### config.mk
export PLATFORM = sky130hd
export DESIGN_NAME = dma_channel_control_status
export DESIGN_NICKNAME = d
export VERILOG_FILES = /design/src/inc/dma_chan_pkg.sv /design/src/verilog/dma_channel_control_status.sv /design/src/verilog/irq_status.sv /design/src/verilog/write_tally.sv
export VERILOG_INCLUDE_DIRS = /design/src /design/src/inc
export SDC_FILE = /design/constraint.sdc
export NUM_CORES = 1
export LEC_CHECK = 0
export CAP_MARGIN = 20
export CORE_MARGIN = 8
export CORE_UTILIZATION = 63
export DETAILED_ROUTE_END_ITERATION = 6
export DONT_BUFFER_PORTS = 1
export PLACE_DENSITY_LB_ADDON = 0.15
export SLEW_MARGIN = 20
export SYNTH_ARGS = -nofsm -noshare
export SYNTH_HDL_FRONTEND = slang
export SYNTH_SLANG_ARGS = --single-unit
### constraint.sdc
create_clock -name clk -period 2.7 [get_ports clk]
set_clock_uncertainty 0.2 [all_clocks]
set_input_delay 0.27 -clock clk [delete_from_list [all_inputs] [get_ports clk]]
set_output_delay 0.27 -clock clk [all_outputs]
set_load 0.05 [all_outputs]
### src/inc/dma_chan_defs.svh
`ifndef DMA_CHAN_DEFS_SVH
`define DMA_CHAN_DEFS_SVH

// ****************************************
// register offsets
// ****************************************
`define OFS_CTRL_STATUS 12'h000
`define OFS_DESC_ADDR 12'h004
`define OFS_IRQ_MASK 12'h008
`define OFS_IRQ_SUMMARY 12'hfe0
`define OFS_CHAN_ENABLES 12'hff0

// ****************************************
// control and status fields
// ****************************************
`define BIT_CHAN_RESET 31
`define BIT_ABANDON 30
`define BIT_IGNORE_HALT 29
`define BIT_DRAIN_WRITES 28
`define URGENT_PRIO_HI 23
`define URGENT_PRIO_LO 20
`define NORMAL_PRIO_HI 19
`define NORMAL_PRIO_LO 16
`define BIT_WAIT_WRITES 6
`define BIT_PAUSED 4
`define BIT_IRQ_PENDING 2
`define BIT_BLOCK_DONE 1
`define BIT_ACTIVE 0
`define CTRL_RW_MASK 32'h30ff0001

// ****************************************
// counts and reset values
// ****************************************
`define MAX_OUTSTANDING 5'h0d
`define ENABLES_RESET 32'h00000001
`define NUM_CHANNELS 32
`define THIS_CHANNEL 0

`endif

### src/inc/dma_chan_pkg.sv
package dma_chan_pkg;
	typedef enum logic [2:0]
	{
		ST_IDLE = 3'b000,
		ST_FETCH = 3'b001,
		ST_RUN = 3'b010,
		ST_DRAIN = 3'b011,
		ST_DONE = 3'b100
	} chan_state_t;
endpackage

### src/verilog/dma_channel_control_status.sv
`timescale 1ns/10ps
`include "dma_chan_defs.svh"
// Behaviour
// writing one to bit 31 resets the channel except enables and irq mask; self-clears, reads zero
// writing one to bit 30 abandons the current descriptor; self-clears
// after abandon the channel fetches the next descriptor and carries on
// ignore-halt bit 29 keeps the channel running under debug halt
// drain mode bit 28 tallies writes issued minus responses returned
// in drain mode, completion waits for the last write response
// while draining, next address loads but its fetch waits for drain end
// while draining, a zero next address clears the active indication
// in drain mode, done and pending flags wait for the last response
// in drain mode, issuing pauses while more than 13 writes outstanding
// bits 23:20 give bus priority when the peripheral is urgent
// word at 0xfe0 reports interrupt status of every channel
// word at 0xff0 holds per-channel enables; channel runs only if enabled
// bits 19:16 give bus priority when the peripheral is not urgent
// bit 1 set when a descriptor completes; write one to clear
// bit 2 set on completion with irq option; sticky until written one
// status bit 4 reads one whenever paused, including over the write limit
// control word reads zero at reset, abandon and reserved bits
module dma_channel_control_status
	import dma_chan_pkg::*;
(
	input wire logic clk,
	input wire logic rst,
	input wire logic [11:0] reg_addr,
	input wire logic [31:0] reg_wdata,
	input wire logic reg_write,
	input wire logic reg_read,
	output logic [31:0] reg_rdata,
	input wire logic debug_halt,
	input wire logic peripheral_urgent,
	input wire logic [31:0] other_channel_irqs,
	output logic fetch_request,
	output logic [31:0] fetch_address,
	input wire logic fetch_done,
	input wire logic [31:0] fetch_next_address,
	input wire logic fetch_irq_on_block_done,
	output logic transfer_go,
	input wire logic transfer_last,
	input wire logic write_issued,
	input wire logic write_response,
	output logic [3:0] bus_priority,
	output logic channel_reset_pulse,
	output logic irq
);
	// ****************************************
	// state
	// ****************************************
	typedef struct packed
	{
		chan_state_t state;
		logic active;
		logic ignore_halt;
		logic drain_writes;
		logic [3:0] urgent_prio;
		logic [3:0] normal_prio;
		logic [31:0] desc_addr;
		logic [31:0] next_addr;
		logic irq_on_block_done;
		logic [31:0] enables;
		logic [1:0] irq_mask;
		logic [31:0] rdata;
		logic chan_reset;
	} regs_t;
	regs_t cur;
	regs_t next_cur;

	logic wr_ctrl;
	logic do_reset;
	logic do_abandon;
	logic halted;
	logic paused;
	logic tally_over;
	logic [4:0] tally_count;
	logic done_flag;
	logic irq_flag;
	logic set_done;
	logic set_irq;
	logic tally_empty;

	assign wr_ctrl = reg_write && reg_addr == `OFS_CTRL_STATUS;
	assign do_reset = wr_ctrl && reg_wdata[`BIT_CHAN_RESET];
	assign do_abandon = wr_ctrl && reg_wdata[`BIT_ABANDON] && !do_reset;
	assign halted = debug_halt && !cur.ignore_halt;
	assign tally_empty = tally_count == 5'h00;

	// paused: inactive, disabled, halted or too many writes outstanding
	assign paused = !cur.active || !cur.enables[`THIS_CHANNEL] || halted
		|| (cur.drain_writes && tally_over);

	// ****************************************
	// sub-blocks
	// ****************************************
	write_tally u_tally
	(
		.clk(clk),
		.rst(rst),
		.clear(cur.chan_reset),
		.enable(cur.drain_writes),
		.write_issued(write_issued),
		.write_response(write_response),
		.count(tally_count),
		.over_limit(tally_over)
	);

	irq_status u_flags
	(
		.clk(clk),
		.rst(rst || cur.chan_reset),
		.set_done(set_done),
		.set_irq(set_irq),
		.clear_done(wr_ctrl && reg_wdata[`BIT_BLOCK_DONE]),
		.clear_irq(wr_ctrl && reg_wdata[`BIT_IRQ_PENDING]),
		.done_flag(done_flag),
		.irq_flag(irq_flag)
	);

	// completion flags rise when the done state is left
	assign set_done = cur.state == ST_DONE;
	assign set_irq = cur.state == ST_DONE && cur.irq_on_block_done;

	// ****************************************
	// next state
	// ****************************************
	always_comb
	begin
		next_cur = cur;
		next_cur.chan_reset = do_reset;
		next_cur.rdata = 32'h00000000;
		if (reg_write)
		begin
			unique case (reg_addr)
				`OFS_CTRL_STATUS:
				begin
					next_cur.active = reg_wdata[`BIT_ACTIVE];
					next_cur.ignore_halt = reg_wdata[`BIT_IGNORE_HALT];
					next_cur.drain_writes = reg_wdata[`BIT_DRAIN_WRITES];
					next_cur.urgent_prio = reg_wdata[`URGENT_PRIO_HI:`URGENT_PRIO_LO];
					next_cur.normal_prio = reg_wdata[`NORMAL_PRIO_HI:`NORMAL_PRIO_LO];
				end
				`OFS_DESC_ADDR: next_cur.desc_addr = reg_wdata;
				`OFS_IRQ_MASK: next_cur.irq_mask = reg_wdata[2:1];
				`OFS_CHAN_ENABLES: next_cur.enables = reg_wdata;
				default: ;
			endcase
		end
		if (reg_read)
		begin
			unique case (reg_addr)
				`OFS_CTRL_STATUS:
				begin
					// self-clearing and reserved bits read zero
					next_cur.rdata = 32'h00000000;
					next_cur.rdata[`BIT_IGNORE_HALT] = cur.ignore_halt;
					next_cur.rdata[`BIT_DRAIN_WRITES] = cur.drain_writes;
					next_cur.rdata[`URGENT_PRIO_HI:`URGENT_PRIO_LO] = cur.urgent_prio;
					next_cur.rdata[`NORMAL_PRIO_HI:`NORMAL_PRIO_LO] = cur.normal_prio;
					next_cur.rdata[`BIT_WAIT_WRITES] = cur.state == ST_DRAIN;
					next_cur.rdata[`BIT_PAUSED] = paused;
					next_cur.rdata[`BIT_IRQ_PENDING] = irq_flag;
					next_cur.rdata[`BIT_BLOCK_DONE] = done_flag;
					next_cur.rdata[`BIT_ACTIVE] = cur.active;
				end
				`OFS_DESC_ADDR: next_cur.rdata = cur.desc_addr;
				`OFS_IRQ_MASK: next_cur.rdata = {29'h0, cur.irq_mask, 1'b0};
				`OFS_IRQ_SUMMARY: next_cur.rdata = {other_channel_irqs[31:1], irq_flag};
				`OFS_CHAN_ENABLES: next_cur.rdata = cur.enables;
				default: next_cur.rdata = 32'h00000000;
			endcase
		end
		unique case (cur.state)
			ST_IDLE:
				if (cur.active && cur.enables[`THIS_CHANNEL] && !halted && cur.desc_addr != 32'h00000000)
					next_cur.state = ST_FETCH;
			ST_FETCH:
				if (fetch_done)
				begin
					next_cur.next_addr = fetch_next_address;
					next_cur.irq_on_block_done = fetch_irq_on_block_done;
					next_cur.state = ST_RUN;
				end
			ST_RUN:
				if (do_abandon)
				begin
					// drop this descriptor, go on with the next one
					next_cur.desc_addr = cur.next_addr;
					next_cur.active = cur.next_addr != 32'h00000000;
					next_cur.state = cur.next_addr != 32'h00000000 ? ST_FETCH : ST_IDLE;
				end
				else if (transfer_last && transfer_go)
				begin
					next_cur.desc_addr = cur.next_addr;
					if (cur.drain_writes && !tally_empty)
					begin
						if (cur.next_addr == 32'h00000000)
							next_cur.active = 1'b0;
						next_cur.state = ST_DRAIN;
					end
					else
						next_cur.state = ST_DONE;
				end
			ST_DRAIN:
				if (tally_empty)
					next_cur.state = ST_DONE;
			ST_DONE:
			begin
				if (cur.desc_addr == 32'h00000000)
					next_cur.active = 1'b0;
				next_cur.state = cur.desc_addr != 32'h00000000 ? ST_FETCH : ST_IDLE;
			end
			default: next_cur.state = ST_IDLE;
		endcase
		if (do_reset)
		begin
			next_cur = '0;
			next_cur.chan_reset = 1'b1;
			next_cur.enables = cur.enables;
			next_cur.irq_mask = cur.irq_mask;
		end
	end

	always_ff @(posedge clk)
	begin
		if (rst)
		begin
			cur <= '0;
			cur.enables <= `ENABLES_RESET;
		end
		else
			cur <= next_cur;
	end

	// ****************************************
	// outputs
	// ****************************************
	assign reg_rdata = cur.rdata;
	assign fetch_request = cur.state == ST_FETCH;
	assign fetch_address = cur.desc_addr;
	assign transfer_go = cur.state == ST_RUN && !paused;
	assign bus_priority = peripheral_urgent ? cur.urgent_prio : cur.normal_prio;
	assign channel_reset_pulse = cur.chan_reset;
	assign irq = (done_flag && cur.irq_mask[0]) || (irq_flag && cur.irq_mask[1]);

	// ****************************************
	// checks
	// ****************************************
	reset_clears_a: assert property (@(posedge clk) disable iff (rst) do_reset |=> cur.state == ST_IDLE && !cur.active)
		else $error("channel reset did not idle the channel");
	abandon_next_a: assert property (@(posedge clk) disable iff (rst)
		cur.state == ST_RUN && do_abandon && cur.next_addr != 32'h00000000 |=> fetch_request)
		else $error("abandon did not fetch the next descriptor");
	halt_stall_a: assert property (@(posedge clk) disable iff (rst) debug_halt && !cur.ignore_halt |-> !transfer_go)
		else $error("transfer ran under debug halt");
	drain_hold_a: assert property (@(posedge clk) disable iff (rst) cur.state == ST_DRAIN && !tally_empty |=> !set_done)
		else $error("completion flagged before writes drained");
	drain_nofetch_a: assert property (@(posedge clk) disable iff (rst) cur.state == ST_DRAIN |-> !fetch_request)
		else $error("descriptor fetched during drain");
	limit_pause_a: assert property (@(posedge clk) disable iff (rst) cur.drain_writes && tally_count > 5'h0d |-> paused && !transfer_go)
		else $error("issue not paused over the write limit");
	prio_select_a: assert property (@(posedge clk) disable iff (rst)
		peripheral_urgent |-> bus_priority == cur.urgent_prio)
		else $error("urgent priority not selected");
	ctrl_read_a: assert property (@(posedge clk) disable iff (rst)
		reg_read && reg_addr == `OFS_CTRL_STATUS |=> reg_rdata[31:30] == 2'b00 && reg_rdata[27:24] == 4'h0)
		else $error("control read shows reserved bits");
	drain_zero_a: assert property (@(posedge clk) disable iff (rst)
		cur.state == ST_RUN && !do_abandon && !do_reset && transfer_last && transfer_go && cur.drain_writes && !tally_empty
		&& cur.next_addr == 32'h00000000 |=> !cur.active)
		else $error("active kept with zero next address");
	reset_selfclear_a: assert property (@(posedge clk) disable iff (rst)
		cur.chan_reset && !do_reset |=> !cur.chan_reset)
		else $error("channel reset bit did not self clear");
	abandon_last_a: assert property (@(posedge clk) disable iff (rst)
		cur.state == ST_RUN && do_abandon && cur.next_addr == 32'h00000000 |=> cur.state == ST_IDLE && !cur.active)
		else $error("abandon of the last descriptor left the channel busy");
	halt_ignored_a: assert property (@(posedge clk) disable iff (rst)
		debug_halt && cur.ignore_halt && cur.state == ST_RUN && cur.active && cur.enables[`THIS_CHANNEL] && !(cur.drain_writes && tally_over) |-> transfer_go)
		else $error("channel stopped under ignored halt");
	tally_count_a: assert property (@(posedge clk) disable iff (rst)
		!cur.chan_reset && cur.drain_writes && write_issued && !write_response |=> tally_count == $past(tally_count) + 5'h01)
		else $error("issued write not counted");
	tally_idle_a: assert property (@(posedge clk) disable iff (rst)
		!cur.drain_writes |=> tally_count == 5'h00)
		else $error("write tally counting outside drain mode");
	drain_finish_a: assert property (@(posedge clk) disable iff (rst)
		cur.state == ST_DRAIN && tally_empty && !do_reset |=> cur.state == ST_DONE)
		else $error("drain did not finish after last response");
	drain_flags_a: assert property (@(posedge clk) disable iff (rst)
		cur.state == ST_DRAIN |-> !set_done && !set_irq)
		else $error("flags set while writes outstanding");
	summary_own_a: assert property (@(posedge clk) disable iff (rst)
		reg_read && reg_addr == `OFS_IRQ_SUMMARY && irq_flag |=> reg_rdata[0])
		else $error("summary misses this channel's pending flag");
	enable_gate_a: assert property (@(posedge clk) disable iff (rst)
		!cur.enables[`THIS_CHANNEL] |-> !transfer_go)
		else $error("disabled channel issued a transfer");
	prio_normal_a: assert property (@(posedge clk) disable iff (rst)
		!peripheral_urgent |-> bus_priority == cur.normal_prio)
		else $error("normal priority not selected");
	paused_read_a: assert property (@(posedge clk) disable iff (rst)
		reg_read && reg_addr == `OFS_CTRL_STATUS && cur.drain_writes && tally_over |=> reg_rdata[`BIT_PAUSED])
		else $error("paused bit clear over the write limit");
endmodule

### src/verilog/irq_status.sv
`timescale 1ns/10ps
`include "dma_chan_defs.svh"
module irq_status
	import dma_chan_pkg::*;
(
	input wire logic clk,
	input wire logic rst,
	input wire logic set_done,
	input wire logic set_irq,
	input wire logic clear_done,
	input wire logic clear_irq,
	output logic done_flag,
	output logic irq_flag
);
	typedef struct packed
	{
		logic done;
		logic irq;
	} flags_t;
	flags_t cur;
	flags_t next_cur;

	// set wins over a clear in the same cycle
	always_comb
	begin
		next_cur = cur;
		next_cur.done = set_done | (cur.done & ~clear_done);
		next_cur.irq = set_irq | (cur.irq & ~clear_irq);
	end

	always_ff @(posedge clk)
	begin
		if (rst)
			cur <= '0;
		else
			cur <= next_cur;
	end

	assign done_flag = cur.done;
	assign irq_flag = cur.irq;

	irq_sticky_a: assert property (@(posedge clk) disable iff (rst) cur.irq && !clear_irq |=> cur.irq)
		else $error("pending flag dropped without a clear");
	done_set_a: assert property (@(posedge clk) disable iff (rst) set_done |=> cur.done)
		else $error("block done flag not set");
endmodule

### src/verilog/write_tally.sv
`timescale 1ns/10ps
`include "dma_chan_defs.svh"
module write_tally
	import dma_chan_pkg::*;
(
	input wire logic clk,
	input wire logic rst,
	input wire logic clear,
	input wire logic enable,
	input wire logic write_issued,
	input wire logic write_response,
	output logic [4:0] count,
	output logic over_limit
);
	typedef struct packed
	{
		logic [4:0] count;
	} tally_t;
	tally_t cur;
	tally_t next_cur;

	always_comb
	begin
		next_cur = cur;
		if (clear || !enable)
			next_cur.count = 5'h00;
		else if (write_issued && !write_response)
			next_cur.count = cur.count + 5'h01;
		else if (!write_issued && write_response && cur.count != 5'h00)
			next_cur.count = cur.count - 5'h01;
	end

	always_ff @(posedge clk)
	begin
		if (rst)
			cur <= '0;
		else
			cur <= next_cur;
	end

	assign count = cur.count;
	// more than the limit outstanding stalls the issue side
	assign over_limit = cur.count > `MAX_OUTSTANDING;

	tally_bound_a: assert property (@(posedge clk) disable iff (rst) cur.count <= 5'h0f)
		else $error("write tally ran past its limit");
endmodule
==> results of run 1 <==
-- registers in the layout, indices dropped and copies added (netlist names) --
register	cells
u_flags.irq_flag	1
channel_reset_pulse	1
cur	81
reg_rdata	32
u_flags.done_flag	1
u_tally.count	5
fetch_address	32
-- cell type report --
class	count	share of cell area, %
Clock buffer	20	5.067
Clock inverter	12	1.391
Timing Repair Buffer	169	18.54
Sequential cell	153	34.75
Tap cell	143	2.030
Multi-Input combinational cell	567	37.86
Antenna cell	4	0.1136
Inverter	6	0.2555
-- worst max-delay path, cell delays in order --
cell           delay, ns
or4_1               0.56
buf_4               0.20
nor3_1              0.21
and3_1              0.24
buf_12              0.21
nand2_1             0.09
a21oi_1             0.17
dlygate4sd3_1       0.56
-- power by group through the flow --
stage | combinational [mW] | sequential, mW | clock [mW]
after global routing | 0.283 | 2.26 | 2.40
after global placement | 0.0886 | 2.31 | 0
after detailed placement | 0.0920 | 2.31 | 0
after floorplan | 0.0915 | 2.31 | 0
final | 0.270 | 2.26 | 2.30
after CTS | 0.260 | 2.26 | 2.30
-- cell usage in the layout, fill, tap and decap left out, types with 5 or more instances in the layout --
cell type      synthesis  layout
mux2_2                29      29
mux2i_1               36      36
a222oi_1              12      12
or4_1                  5       5
nand4_1                6       6
dfxtp_1              153     153
nor3_1                 7       7
nor2_1                37      37
buf_4                 64      39
a22oi_1               21      21
inv_1                  6       6
dlygate4sd3_1          0     126
nor4_1                23      21
o21ai_0                7       7
clkbuf_16              0      17
o21ai_1               28      28
clkinv_2               0       6
a21oi_1              124     124
nand2_1              169     168
-- synth_stat cells (3+ instances only) --
master	n
nor2b_1	4
dfxtp_1	153
nand3_1	4
a21o_1	3
a222oi_1	12
nand2_1	169
o31ai_1	3
nor2_1	37
o21ai_0	7
a22oi_1	21
buf_6	7
inv_1	6
buf_2	11
nand4_1	6
a31oi_1	3
nor4_1	23
or4_1	5
or3_1	3
nand3b_1	3
o21ai_1	28
buf_4	64
mux2_2	29
a21oi_1	124
clkbuf_1	35
nor3_1	7
mux2i_1	36
xnor2_1	4
ha_1	3
-- cell families after synthesis --
| group | share of synthesized area (%) |
|---|---|
| compound gates | 18.16 |
| xor+xnor | 0.4897 |
| fa+ha+maj | 0.8047 |
| buf+inv | 10.84 |
| flops | 42.82 |
| mux | 9.603 |
| simple gates | 17.28 |
-- metal layers --
layer	part of all wire, %	routed length [µm]
met1	37	8963
met2	49	11820
met3	10	2404
met4	3.6	856
met5	0	0
-- worst min-delay path by stage --
stage,from,endpoint,slack [ns],cells after the start
after floorplan,reg_wdata[0],cur[35],0.19,2
after global placement,rst,cur[63],0.15,1
after detailed placement,rst,cur[66],0.15,1
after CTS,reg_addr[4],reg_rdata[8],0.0008,3
after global routing,reg_addr[4],reg_rdata[17],0.03,4
final,other_channel_irqs[1],reg_rdata[1],0.01,3
-- stage by stage --
stage	utilization (%)	hold WS, ns	total power [mW]
detailed placement	61.69	0.1503	2.400
global placement	61.69	0.1461	2.396
CTS	78.11	0.0007929	4.817
finish	78.20	0.01409	4.828
global route	78.13	0.03388	4.945
floorplan	-	0.1943	2.399
-- repair_timing --
item	in CTS	in global routing
setup buffers	0	0
gates resized for setup	0	0
endpoints found under the hold margin	150	0
hold buffers	127	0
==> flow_metrics.env, run 1 <==
export IMPL_status="complete, no violations"
export IMPL_postSynthAreaPerCell_um2=8.465
export IMPL_ys_ff_latch=153
export IMPL_use_met3_pct=7.544
export IMPL_grt_pass1_wl_mm=36.56
export IMPL_first_pass_iters=6
export IMPL_synth_distinct_cells=55
export IMPL_register_area_um2=3063
export IMPL_p_sw_share_pct=21.28
export IMPL_wl_mm=24.04
export IMPL_placed_cell_area_um2=6954
export IMPL_multi_input_area_um2=3337
export IMPL_synth_top_area_share_pct=42.82
export IMPL_top_usage_layer="met2"
export IMPL_die_y_um=122.6
export IMPL_preCtsSetupSlack_ns=0.1449
export IMPL_io_buffer_count=0
export IMPL_drive_above_1_share_pct=12.51
export IMPL_peakVddDrop_uv=553.2
export IMPL_area_delta_synth_final_pct=23.23
export IMPL_critPathMaxFanout=32
export IMPL_relSlewSlack_pct=34.99
export IMPL_start_util_pct=63.46
export IMPL_dieArea_um2=15020
export IMPL_antenna_left=0
export IMPL_antenna_found_initial=1
export IMPL_grt_pass1_vias=6721
export IMPL_p_per_area_nw_per_um2=547.7
export IMPL_r2r_slack_ns=0.50
export IMPL_final_hold_viol_count=0
export IMPL_cts_max_path_buffers=2
export IMPL_die_w_um=122.6
export IMPL_coreArea_um2=11270
export IMPL_setup_slack_ns=0.3541
export IMPL_pwr_share_seq_pct=46.8
export IMPL_combPwrFrac_pct=5.6
export IMPL_drv_cap=0
export IMPL_hpwlAfterDp_mm=15.34
export IMPL_crit_arrival_ns=2.51
export IMPL_p_int_mw=3.801
export IMPL_grt_overflow_total=0
export IMPL_drv_slew=0
export IMPL_fillers=763
export IMPL_cp_end_kind="flip-flop"
export IMPL_grt_max_degree=65
export IMPL_synth_area_leaders="dfxtp_1 43%, nand2_1 8.9%, a21oi_1 8.7%"
export IMPL_syn_area_um2=7153
export IMPL_track_usage_pct=31.38
export IMPL_synth_top_flop_cell="dfxtp_1"
export IMPL_nets=1037
export IMPL_critPathRequiredTime_ns=2.87
export IMPL_clkSinkCount=153
export IMPL_ys_async_sr_fraction_pct=0
export IMPL_leakagePower_nw=3.346
export IMPL_fin_crit_ns=2.346
export IMPL_viasPerCell=6.400
export IMPL_worstHoldPathType="in2reg"
export IMPL_final_cells=1074
export IMPL_row_count=39
export IMPL_setup_viol=0
export IMPL_drc_errors=0
export IMPL_place_gp_congestion=0.9186
export IMPL_clk_pin_slew_worst_paths_ns=0.06
export IMPL_r2r_end="cur[142]"
export IMPL_cts_buffers=17
export IMPL_p_switching_mw=1.027
export IMPL_period_share_pct=86.89
export IMPL_drt_iter0_markers=887
export IMPL_worstReg2RegStart="cur[144]"
export IMPL_worstMarginPinSlew_ns=0.9727
export IMPL_rsz0062_at_grt="false"
export IMPL_root_buffer="clkbuf_16"
export IMPL_postLayoutCellArea_um2=8815
export IMPL_synth_nets=968
export IMPL_io_pins=191
export IMPL_startpoint_type="input pin"
export IMPL_fmaxAchievable_ghz=0.4263
export IMPL_yosysSeqAreaShare_pct=42.82
export IMPL_r2r_cells=5
export IMPL_critical_path_class="in2reg"
export IMPL_setup_tns_final_ns=0
export IMPL_clkLatencyLatePin_ns=0.42
export IMPL_crit_start="reg_addr[3]"
export IMPL_dp_cells=911
export IMPL_synth_edff_count=0
export IMPL_via_count=6874
export IMPL_wl_per_cell_um=22.38
export IMPL_syn_instance_count=845
export IMPL_yosysTopAreaCell="dfxtp_1"
export IMPL_grt_met2_usage_pct=52.92
export IMPL_cts_htree_levels=4
export IMPL_cts_tree="yes"
export IMPL_gr_usage_met1_pct=37.08
export IMPL_yosysWarnings=0
export IMPL_worstSetupEndpoint="cur[37]"
export IMPL_p_clk_share_pct=47.6
(Power assumes the default switching activity.)
==> run 2: changes to the inputs <==
==> constraint.sdc (replaced) <==
create_clock -name clk -period 2.4 [get_ports clk]
set_clock_uncertainty 0.2 [all_clocks]
set_input_delay 0.24 -clock clk [delete_from_list [all_inputs] [get_ports clk]]
set_output_delay 0.24 -clock clk [all_outputs]
set_load 0.05 [all_outputs]
==> run 2 against run 1 <==
The run now ends with negative setup slack left. Sequential power increased by 12%. Critical path depth unchanged. Clock-buffer cell count increased by 1. Non-clock buffer count increased by 39. Highest routed layer unchanged. Clock power increased by 15%.
==> flow_metrics.env, run 2 (synthesis gave the netlist of run 1 again) <==
export IMPL_status="finished with violations"
export IMPL_violations="negative setup slack"
export IMPL_critical_path_cell_chain="or4_1 -> buf_4 -> nor3_2 -> a31oi_2 -> o211ai_2 -> buf_12 -> a21oi_1 -> dlygate4sd3_1"
export IMPL_wl_per_cell_um=22.82
export IMPL_critPathTopFamily="buffers and inverters"
export IMPL_clk_pin_slew_worst_paths_ns=0.07
export IMPL_viasPerCell=6.437
export IMPL_grt_pass1_vias=7226
export IMPL_row_count=39
export IMPL_first_pass_iters=6
export IMPL_cts_tree="yes"
export IMPL_cp_end_kind="flip-flop"
export IMPL_fmaxAchievable_ghz=0.4165
export IMPL_startpoint_type="input pin"
export IMPL_critical_path_class="in2reg"
export IMPL_path_buf_inv=3
export IMPL_drv_cap=0
export IMPL_setup_slack_ns=-0.0009388
export IMPL_area_delta_synth_final_pct=28.88
export IMPL_crit_arrival_ns=2.52
export IMPL_peakVddDrop_uv=608.3
export IMPL_worstMarginPinSlew_ns=0.6529
export IMPL_total_power_mw=5.499
export IMPL_p_sw_share_pct=21.55
export IMPL_antenna_found_initial=3
export IMPL_critPathRequiredTime_ns=2.51
export IMPL_fin_hold_ws_ns=0.02684
export IMPL_clkLatencyLatePin_ns=0.43
export IMPL_grt_pass1_wl_mm=38.21
export IMPL_die_w_um=122.6
export IMPL_rsz0062_at_grt="true"
export IMPL_grt_overflow_total=0
export IMPL_p_int_mw=4.314
export IMPL_pwr_share_seq_pct=46.2
export IMPL_cts_buffers=17
export IMPL_dieArea_um2=15020
export IMPL_slowest_delay_ns=0.59
export IMPL_drv_slew=0
export IMPL_place_gp_congestion=0.9280
export IMPL_largest_reg_flops=81
export IMPL_placed_cell_area_um2=7107
export IMPL_final_cell_mix="168 x nand2_1, 153 x dfxtp_1, 147 x dlygate4sd3_1"
export IMPL_nets=1076
export IMPL_critPathMaxFanout=32
export IMPL_track_usage_pct=33.15
export IMPL_antenna_left=0
export IMPL_cts_htree_levels=4
export IMPL_wl_met2_mm=11.93
export IMPL_preCtsSetupSlack_ns=0.01511
export IMPL_p_clk_share_pct=48.1
export IMPL_root_buffer="clkbuf_16"
export IMPL_combPwrFrac_pct=5.7
export IMPL_io_pins=191
export IMPL_via_count=7171
export IMPL_crit_slowest_cell="dlygate4sd3_1"
export IMPL_final_hold_viol_count=0
export IMPL_drt_iter0_markers=1078
export IMPL_drc_errors=0
export IMPL_setup_viol=1
export IMPL_period_share_pct=100.0
export IMPL_p_switching_mw=1.185
export IMPL_m1WireLength_mm=9.127
export IMPL_cts_max_path_buffers=2
export IMPL_top_layer="met4"
export IMPL_start_util_pct=63.46
export IMPL_relSlewSlack_pct=56.41
export IMPL_regMostFlops="cur"
export IMPL_wl_met3_mm=2.635
export IMPL_grt_max_degree=41
export IMPL_clkSinkCount=153
export IMPL_drive_above_1_share_pct=14.18
export IMPL_p_per_area_nw_per_um2=596.5
export IMPL_hpwlAfterDp_mm=15.45
export IMPL_final_common_cell="nand2_1"
export IMPL_coreArea_um2=11270
export IMPL_postLayoutCellArea_um2=9219
export IMPL_fin_crit_ns=2.401
export IMPL_io_buffer_count=0
export IMPL_wl_mm=25.42
export IMPL_worstHoldPathType="in2reg"
export IMPL_die_y_um=122.6
export IMPL_leakagePower_nw=3.575
==> run 2: path summary, 6_finish.rpt <==
check                     from                to  slack [ns]  cells past startpoint
setup / recovery   reg_addr[7]      reg_rdata[6]     -0.0009                      8
hold reg to reg        cur[36]           cur[36]        0.25                      2
hold / removal    write_issued  u_tally.count[1]        0.03                      3
setup reg to reg       cur[40]      reg_rdata[5]        0.10                      5
==> run 2: power by group through the flow <==
stage	Clock, mW	Combinational [mW]	Sequential, mW
final	2.64	0.315	2.54
after global routing	2.74	0.329	2.54
after CTS	2.63	0.300	2.54
after detailed placement	0	0.105	2.60
after global placement	0	0.101	2.60
after floorplan	0	0.103	2.60
==> run 2: through the flow <==
stage	std cells	setup TNS, ns	utilization (%)
floorplan	845	0	-
detailed placement	928	0	63.05
global placement	928	0	63.05
global route	1112	-0.1945	81.74
CTS	1111	0	81.70
finish	1114	-0.0009388	81.78
==> run 2: worst register-to-register path, delay by kind of cell, from the launching register on <==
family / cells / cell delay, ns
buf+inv: 2 / 1.12
simple gates: 1 / 0.08
mux: 1 / 0.28
compound gates: 1 / 0.19
flops: 1 / 0.33
==> run 2: per-layer routing <==
layer  global-route usage [%]  vias to the layer above
met1                    37.43                     3338
met5                        0                        -
li1                         -                     3151
met4                    23.31                        0
met2                    53.95                      539
met3                    8.740                      143
==> run 2: area by class of cell <==
| type | instances | area, µm² |
|---|---|---|
| antenna | 5 | 12.51 |
| clock buffer | 21 | 460.4 |
| clock inverter | 11 | 120.1 |
| fill | 682 | 2053 |
| inverter | 6 | 22.52 |
| multi-input combinational | 567 | 3352 |
| sequential | 153 | 3063 |
| tap | 143 | 178.9 |
| timing repair buffer | 208 | 2009 |
==> run 2: repair_timing <==
action	in CTS	in global routing
hold buffers	151	0
setup endpoints to repair	0	16
buffers inserted	0	0
gates resized for setup	0	5
hold endpoints to repair	152	0
